--- src/hdl/wdt_consts.svh ---
// Constant values for the windowed watchdog timer
`ifndef WDT_CONSTS_SVH
`define WDT_CONSTS_SVH

// ---------------------------------------------------------------
// Configuration word one field positions
// ---------------------------------------------------------------
`define CFG_PRESCALE_BIT      4
`define CFG_POSTSCALE_MSB     3
`define CFG_POSTSCALE_LSB     0
`define CFG_HW_ENABLE_POS     7
`define CFG_WINDOW_DIS_POS    6

// ---------------------------------------------------------------
// Reset control register bit positions
// ---------------------------------------------------------------
`define RESET_CONTROL_REG_SW_ENABLE_POS    5
`define RESET_CONTROL_REG_TIMEOUT_POS      4
`define RESET_CONTROL_REG_SLEEP_POS        3
`define RESET_CONTROL_REG_IDLE_POS         2

// ---------------------------------------------------------------
// Prescaler widths and window codes
// ---------------------------------------------------------------
`define PRESCALE_SHORT_BITS   5'h05
`define PRESCALE_LONG_BITS    5'h07
`define WIN_SEL_25            2'h3
`define WIN_SEL_37            2'h2
`define WIN_SEL_50            2'h1
`define WIN_SEL_75            2'h0

// ---------------------------------------------------------------
// Reset values
// ---------------------------------------------------------------
`define ERASED_CFG_WORD       8'hFF
`define RST_STATUS_FLAG       1'h0
`define RST_SW_ENABLE         1'h0

`endif

--- src/hdl/wdt_pkg.sv ---
// Types shared by the windowed watchdog timer files
package wdt_pkg;

	// Power state of the core as seen by the watchdog
	typedef enum logic [1:0] {
		CORE_RUN,
		CORE_SLEEP,
		CORE_IDLE
	} core_state_type;

endpackage

--- src/hdl/wdt_window_check.sv ---
// Period end and disallowed window decode for the watchdog counter
`timescale 1ns/1ps

`include "wdt_consts.svh"

module wdt_window_check #(
	parameter int CNT_W = 22
) (
	input  wire logic [CNT_W-1:0] count,
	input  wire logic             prescale_long,
	input  wire logic [3:0]       postscale_sel,
	input  wire logic [1:0]       window_sel,
	input  wire logic             window_bits_present,
	output logic                  at_period_end,
	output logic                  in_disallowed
);

	// ---------------------------------------------------------------
	// Decode helpers
	// ---------------------------------------------------------------

	// Full period in oscillator edges: 2^(prescale bits + postscale)
	function automatic logic [CNT_W:0] period_of(input logic lng,
		input logic [3:0] post);
		logic [4:0] sh;
		sh = (lng ? `PRESCALE_LONG_BITS : `PRESCALE_SHORT_BITS)
			+ {1'h0, post};
		period_of = (CNT_W+1)'(1) << sh;
	endfunction

	wire [CNT_W:0] period  = period_of(prescale_long, postscale_sel);
	wire [CNT_W:0] half    = period >> 1;
	wire [CNT_W:0] quarter = period >> 2;
	wire [CNT_W:0] eighth  = period >> 3;
	// Bits absent behave as the quarter window
	wire [1:0]     sel     = window_bits_present ? window_sel
		: `WIN_SEL_25;

	// Disallowed part runs from the last clear up to this count
	wire [CNT_W:0] limit =
		(sel == `WIN_SEL_25) ? half + quarter :
		(sel == `WIN_SEL_37) ? half + eighth  :
		(sel == `WIN_SEL_50) ? half           :
		                       quarter;

	// Allowed window is the final part of the period
	assign at_period_end = ({1'h0, count}
		== period - {{CNT_W{1'h0}}, 1'h1});
	assign in_disallowed = ({1'h0, count} < limit);

endmodule

--- src/hdl/windowed_watchdog_timer.sv ---
// Windowed watchdog timer: counter, enables, window and status flags
//
// Overview of operation
// Enabled counter increments, overflow signals time-out
// Counter advances on low-power oscillator edges
// Time-out while running forces device reset
// Time-out in sleep or idle wakes core
// Software clears watchdog before overflow
// Every watchdog reset or wake sets time-out flag
// Wake also sets sleep or idle flag
// Hardware enable bit forces watchdog on
// Erased configuration leaves hardware enable set
// Otherwise software enable bit enables watchdog
// Software enable cleared on every device reset
// Window disable bit zero selects windowed mode
// Windowed mode needs hardware enable set
// Software clears only inside allowed window
// Early clear in windowed mode resets device
// Window select gives 25, 37.5, 50, 75 percent
// Allowed window is final part of period
// Counter cleared on resets, save, enable, switch, clear
// Prescaler divides by 32 or 128
// Postscaler divides by 1 up to 32768
// Clear and save strobes captured into oscillator domain; only the clear is held to the next edge, save restarts the count at once
`timescale 1ns/1ps

`include "wdt_consts.svh"

module windowed_watchdog_timer #(
	parameter int                  CNT_W    = 22,
	parameter logic [7:0]          CFG_INIT = `ERASED_CFG_WORD
) (
	input  wire logic              clk,
	input  wire logic              arst_n,
	input  wire logic              clk_en,
	input  wire logic              low_power_rc_osc,
	input  wire logic              cfg_load,
	input  wire logic [7:0]        cfg_word_in,
	input  wire logic [1:0]        window_size_select,
	input  wire logic              window_bits_present,
	input  wire logic              watchdog_clear_instr,
	input  wire logic              power_save_instr,
	input  wire logic              power_save_idle,
	input  wire logic              other_wake,
	input  wire logic              device_reset_in,
	input  wire logic              clock_switch_done,
	input  wire logic              sw_enable_wr,
	input  wire logic              sw_enable_wdata,
	input  wire logic              status_clear,
	output logic [7:0]             config_word_one,
	output logic                   sw_watchdog_enable,
	output logic                   timeout_status_flag,
	output logic                   sleep_status_flag,
	output logic                   idle_status_flag,
	output logic                   watchdog_active,
	output logic                   device_reset_req,
	output logic                   core_wake,
	output logic [CNT_W-1:0]       watchdog_counter
);

	// ---------------------------------------------------------------
	// State
	// ---------------------------------------------------------------
	wdt_pkg::core_state_type core_state_ff;   // Core power state
	logic                    osc_prev_ff;     // Oscillator last level
	logic                    clr_pend_ff;     // Clear waiting for edge
	logic                    en_ff;           // Enable, registered

	// ---------------------------------------------------------------
	// Configuration decode
	// ---------------------------------------------------------------
	wire hw_en      = config_word_one[`CFG_HW_ENABLE_POS];
	wire win_dis    = config_word_one[`CFG_WINDOW_DIS_POS];
	wire pre_long   = config_word_one[`CFG_PRESCALE_BIT];
	wire [3:0] post = config_word_one[`CFG_POSTSCALE_MSB:
		`CFG_POSTSCALE_LSB];

	// Either enable source turns the counter on
	wire enabled    = hw_en | sw_watchdog_enable;
	// Window only with the hardware enable and window bit low
	wire windowed   = hw_en & ~win_dis;
	// Software enable going from off to on
	wire sw_rise    = sw_enable_wr & sw_enable_wdata
		& ~sw_watchdog_enable;

	// Counter advances only on a rising oscillator edge
	wire osc_tick   = low_power_rc_osc & ~osc_prev_ff;
	wire running    = (core_state_ff == wdt_pkg::CORE_RUN);

	wire at_end;
	wire early;

	// Period end and window position of the current count
	wdt_window_check #(
		.CNT_W               (CNT_W)
	) u_window (
		.count               (watchdog_counter),
		.prescale_long       (pre_long),
		.postscale_sel       (post),
		.window_sel          (window_size_select),
		.window_bits_present (window_bits_present),
		.at_period_end       (at_end),
		.in_disallowed       (early)
	);

	// Overflow on the edge that completes the period
	wire timeout    = enabled & osc_tick & at_end;
	// Clear landing in the disallowed part of the period
	wire bad_clear  = enabled & windowed & running
		& watchdog_clear_instr & early;
	wire good_clear = watchdog_clear_instr & ~bad_clear;
	// Time-out while running, or early clear, resets the device
	wire rst_event  = (timeout & running) | bad_clear;
	wire wake_event = timeout & ~running;

	// Any of these restart counter, prescaler and postscaler
	wire restart    = device_reset_in | power_save_instr | sw_rise
		| clock_switch_done | clr_pend_ff | timeout
		| bad_clear;

	// ---------------------------------------------------------------
	// Configuration word held from load, erased value at reset
	// ---------------------------------------------------------------
	always_ff @(posedge clk or negedge arst_n) begin
		if (!arst_n) begin
			config_word_one <= CFG_INIT;
		end else if (clk_en && cfg_load) begin
			config_word_one <= cfg_word_in;
		end
	end

	// ---------------------------------------------------------------
	// Strobe capture: a permitted clear is held until next edge
	// ---------------------------------------------------------------
	always_ff @(posedge clk or negedge arst_n) begin
		if (!arst_n) begin
			osc_prev_ff <= 1'h0;
			clr_pend_ff <= 1'h0;
		end else if (clk_en) begin
			osc_prev_ff <= low_power_rc_osc;
			if (good_clear) begin
				clr_pend_ff <= 1'h1;
			end else if (osc_tick) begin
				clr_pend_ff <= 1'h0;
			end
		end
	end

	// ---------------------------------------------------------------
	// Watchdog counter
	// ---------------------------------------------------------------
	always_ff @(posedge clk or negedge arst_n) begin
		if (!arst_n) begin
			watchdog_counter <= '0;
		end else if (clk_en) begin
			if (!enabled || (restart && !osc_tick)) begin
				watchdog_counter <= '0;
			end else if (osc_tick) begin
				// Restart pending at the edge lands the count at zero
				watchdog_counter <= restart ? '0
					: watchdog_counter
					+ {{(CNT_W-1){1'h0}}, 1'h1};
			end
		end
	end

	// ---------------------------------------------------------------
	// Software enable, cleared by any device reset
	// ---------------------------------------------------------------
	always_ff @(posedge clk or negedge arst_n) begin
		if (!arst_n) begin
			sw_watchdog_enable <= `RST_SW_ENABLE;
		end else if (clk_en) begin
			if (device_reset_in || rst_event) begin
				sw_watchdog_enable <= 1'h0;
			end else if (sw_enable_wr) begin
				sw_watchdog_enable <= sw_enable_wdata;
			end
		end
	end

	// ---------------------------------------------------------------
	// Core power state tracking
	// ---------------------------------------------------------------
	always_ff @(posedge clk or negedge arst_n) begin
		if (!arst_n) begin
			core_state_ff <= wdt_pkg::CORE_RUN;
		end else if (clk_en) begin
			case (core_state_ff)
				wdt_pkg::CORE_RUN: begin
					if (device_reset_in || rst_event) begin
						core_state_ff <= wdt_pkg::CORE_RUN;
					end else if (power_save_instr) begin
						core_state_ff <= power_save_idle
							? wdt_pkg::CORE_IDLE
							: wdt_pkg::CORE_SLEEP;
					end
				end
				default: begin
					// Any wake returns the core to running
					if (device_reset_in || wake_event || other_wake) begin
						core_state_ff <= wdt_pkg::CORE_RUN;
					end
				end
			endcase
		end
	end

	// ---------------------------------------------------------------
	// Status flags: a set in the clearing cycle wins
	// ---------------------------------------------------------------
	always_ff @(posedge clk or negedge arst_n) begin
		if (!arst_n) begin
			timeout_status_flag <= `RST_STATUS_FLAG;
			sleep_status_flag   <= `RST_STATUS_FLAG;
			idle_status_flag    <= `RST_STATUS_FLAG;
		end else if (clk_en) begin
			timeout_status_flag <= (rst_event | wake_event)
				| (timeout_status_flag & ~status_clear);
			sleep_status_flag   <= (wake_event
				& (core_state_ff == wdt_pkg::CORE_SLEEP))
				| (sleep_status_flag & ~status_clear);
			idle_status_flag    <= (wake_event
				& (core_state_ff == wdt_pkg::CORE_IDLE))
				| (idle_status_flag & ~status_clear);
		end
	end

	// ---------------------------------------------------------------
	// Registered event outputs
	// ---------------------------------------------------------------
	always_ff @(posedge clk or negedge arst_n) begin
		if (!arst_n) begin
			device_reset_req <= 1'h0;
			core_wake        <= 1'h0;
			en_ff            <= 1'h0;
		end else if (clk_en) begin
			device_reset_req <= rst_event;
			core_wake        <= wake_event;
			en_ff            <= enabled;
		end
	end

	assign watchdog_active = en_ff;

endmodule

--- config.mk ---
export PLATFORM = sky130hd
export DESIGN_NAME = windowed_watchdog_timer
export DESIGN_NICKNAME = d
export VERILOG_FILES = /design/src/hdl/wdt_pkg.sv /design/src/hdl/wdt_window_check.sv /design/src/hdl/windowed_watchdog_timer.sv
export VERILOG_INCLUDE_DIRS = /design/src /design/src/hdl
export SDC_FILE = /design/constraint.sdc
export NUM_CORES = 1
export LEC_CHECK = 0
export CAP_MARGIN = 20
export CORE_MARGIN = 3
export CORE_UTILIZATION = 55
export CTS_CLUSTER_SIZE = 28
export DETAILED_ROUTE_END_ITERATION = 6
export DONT_BUFFER_PORTS = 1
export HOLD_SLACK_MARGIN = 0.08
export PLACE_DENSITY = 0.71
export SETUP_SLACK_MARGIN = 0.2
export SLEW_MARGIN = 20
export SYNTH_ARGS = -nofsm -noshare
export SYNTH_HDL_FRONTEND = slang
export SYNTH_SLANG_ARGS = --single-unit
--- constraint.sdc ---
create_clock -name clk -period 5.8 [get_ports clk]
set_input_delay 1.16 -clock clk [delete_from_list [all_inputs] [get_ports clk]]
set_output_delay 1.16 -clock clk [all_outputs]
set_load 0.01 [all_outputs]
==> results_dict.tcl <==
set metrics [dict create \
    status "finished clean" \
    wl_per_cell_um 20.7 \
    timing.rr.start "config_word_one[4]" \
    ys_top_cells_by_area "ha_1 17%, dfrtp_1 13%, xnor2_1 5.8%" \
    rsz0062_at_grt "yes" \
    r2r-end "watchdog_counter[12]" \
    cp_slowest_cell "dfstp_2" \
    drive_gt1_share_pct 20.5 \
    port_buffers 0 \
    coreArea_sq_um 11200 \
    drc 0 \
    synthMuxAreaShare_pct 2.19 \
    worstSetupEndpointType "register" \
    initial_core_util_pct 57.8 \
    cts_buffer_depth 2 \
    synth_compound_area_share_pct 27.3 \
    timing.fmax_ghz 0.182 \
    cp.required_ns 6.00 \
    setup.worst_path.start "config_word_one[4]" \
    power_uw 1380 \
    crit_fanout 6 \
    hpwl_mm 16.0 \
    track_usage_pct 30.8 \
    ctsHoldBuffers 0 \
    hp-class "reg -> reg" \
    layout_common_cells "72 x ha_1, 64 x nand2_1, 53 x buf_4" \
    cp_top_family "compound AO/OA/AOI/OAI gates" \
    ys.flop_type "dfrtp_1" \
    die_area_sq_um 13100 \
    grt_pass1_wl_mm 32.4 \
    postPlaceCellArea_sq_um 6920 \
    clk_latency_ns 0.29 \
    holdPathStages 1 \
    synth_top_family_by_area "compound AO/OA/AOI/OAI gates" \
    vdd_drop_max_uv 293 \
    die_w_um 114 \
    ys_warn_count 0 \
    maxCapViolCount 0 \
    root_buffer "clkbuf_16" \
    yosysTopAreaCellShare_pct 17.3 \
    drt_wl_total_mm 21.1 \
    grt_max_degree 42 \
    period_minus_slack_ns 5.50 \
    vias_per_cell 6.57 \
    power_leakage_uw 0.00347 \
    finClkSkew_ns 0.00677 \
    fin_area_sq_um 7680 \
    slew_headroom_pct 48.5 \
    final_nets 990 \
    period_share_pct 94.8 \
    drtAntennaViolNets 0 \
    drv_slew 0 \
    hold_viol_final 0 \
    antenna_found_initial 0 \
    crit_cells 23 \
    syn-cell-area_sq_um 6450 \
    clock-sinks 41 \
    finalSetupViolations 0 \
    first_iter_violations 472 \
    ys_async_sr_fraction_pct 100 \
    mostFrequentLayoutCell "ha_1" \
    numCtsBuffers 5 \
    synthAdderAreaFrac_pct 17.6 \
    grt_overflow 0 \
    critPathKind "reg -> reg" \
    syn_inst 823 \
    vias 6675 \
    synth-simple-area-share_pct 22.4 \
    synth_xor_area_share_pct 9.52 \
    hold_start "core_state_ff[1]" \
    h-tree-depth 2 \
    arrival_ns 5.70 \
    diodes 0 \
    worst_pin_slew_ns 0.764 \
    holdPathEnd "sleep_status_flag" \
    powerDensity_nw_per_um2 179 \
    dr.pass1.iters 6 \
    clk_pin_slew_ns 0.06 \
    boundaryPins 62 \
    cp_num_buf_inv 2 \
    fp.dieH_um 114 \
    synth-seq-cells 41 \
    grt_pass1_vias 6259 \
    synth_edf_count 0 \
    tritoncts "built" \
    cp-start-kind "register" \
    rows 38 \
    place.gp.congestion 0.982 \
    area_growth_pct 19.1 \
    synth.distinct_cells 83 \
    synth_top_area_cell "ha_1" \
    crit_chain "ha_4 -> or2_1 -> or3_4 -> inv_4 -> ha_4 -> a21oi_2 -> nor2_1 -> a41o_1 -> a21oi_2 -> a31oi_2 -> a2111o_1 -> a221o_1 -> a32oi_2 -> ha_1 -> nand4_1 -> nor2_2 -> nand2_1 -> a41oi_2 -> a211oi_4 -> a2111oi_4 -> a21oi_4 -> buf_12 -> o31ai_4" \
    ff2ff_setup_slack_ns 0.30 \
    yosysSeqAreaShare_pct 16.0 \
    max_stage_delay_ns 0.59 \
    ff2ff_path_depth 23 \
    syn_area_per_cell_sq_um 7.84 \
]
==> cells in the mapped netlist (4+ instances only) <==
master	count
ha_1	89
nand2_1	66
nor2_1	54
a21oi_1	52
o21ai_0	50
inv_1	46
xnor2_1	43
dfrtp_1	33
clkbuf_1	27
nand3_1	26
nor3_1	23
xor2_1	22
a21o_1	17
nand4_1	17
o211ai_1	16
and3_1	14
a211oi_1	12
o31ai_1	12
nor2b_1	11
a31oi_1	10
a32oi_1	10
and2_1	10
mux2_2	9
nand2b_1	9
o21a_1	9
or3_1	9
dfstp_2	8
o22ai_1	8
or2_2	7
o21ai_1	6
a22oi_1	4
and4_1	4
buf_2	4
mux2i_1	4
nor4_1	4
o21bai_1	4
==> metal layers <==
metal	GRT usage [%]	part of all wire, %
met4	7.36	2.3
met3	4.92	8.9
met2	51.2	47
met5	0	0
met1	42.0	42
==> cell families (layout without fill, tap and decap cells) <==
kind of cell | after synthesis | count (layout)
compound gates | 253 | 253
xor+xnor | 67 | 67
other cells | 2 | 21
mux | 13 | 13
fa+ha+maj | 90 | 90
simple gates | 277 | 277
buf+inv | 80 | 114
flops | 41 | 41
==> power by group <==
group / switching [uW] / internal [uW]
registers: 30.2 / 309
logic: 412 / 309
clock network: 114 / 203
==> sequential cells by signal, summed over array words and instances, names as in the netlist <==
signal and flops:
idle_status_flag 1, timeout_status_flag 1, core_wake 1, device_reset_req 1, sw_watchdog_enable 1, clr_pend_ff 1, watchdog_counter 22, core_state_ff 2
osc_prev_ff 1, watchdog_active 1, sleep_status_flag 1, config_word_one 8
==> through the flow <==
stage / utilization (%) / worst slack, ns / setup TNS (ns) / std cells / hold WS, ns
finish: 68.8 / 0.301 / 0 / 1016 / 0.478
global route: 68.8 / 0.102 / 0 / 1016 / 0.506
CTS: 63.8 / 0.254 / 0 / 1003 / 0.481
detailed placement: 62.0 / -0.0176 / -0.0296 / 995 / 0.471
global placement: 62.0 / 0.0708 / 0 / 995 / 0.461
floorplan: - / 0.272 / 0 / 842 / 0.452
==> worst register-to-register path, stage by stage (launching register included) <==
cell and delay (ns):
dfstp_2 0.59, ha_4 0.22, or2_1 0.23, or3_4 0.40, inv_4 0.09, ha_4 0.20, a21oi_2 0.15, nor2_1 0.06
a41o_1 0.25, a21oi_2 0.24, a31oi_2 0.14, a2111o_1 0.37, a221o_1 0.37, a32oi_2 0.21, ha_1 0.19, nand4_1 0.11
nor2_2 0.18, nand2_1 0.11, a41oi_2 0.25, a211oi_4 0.09, a2111oi_4 0.47, a21oi_4 0.16, buf_12 0.17, o31ai_4 0.16
==> repair_timing <==
item                                    4_1_cts  5_1_grt
gates cloned                                  0        3
gates resized for setup                       6      101
endpoints found under the setup margin       22       28
pin swaps                                     1       40
buffers inserted                              0       10
==> how the worst max path moves through the flow <==
stage,endpoint,slack [ns]
3_5_place_dp,watchdog_counter[1],-0.02
2_1_floorplan,watchdog_counter[0],0.27
6_report,watchdog_counter[12],0.30
3_3_place_gp,watchdog_counter[0],0.07
5_1_grt,watchdog_counter[12],0.10
4_1_cts,watchdog_counter[12],0.25
==> layout make-up <==
type                            instances  area (sq um)
Clock inverter                          3          46.3
Fill cell                             927          3490
Clock buffer                            5           125
Timing Repair Buffer                   59           495
Tap cell                              140           175
Sequential cell                        41          1040
Inverter                               47           186
Multi-Input combinational cell        721          5620
Power figures use the tool's default switching activity.
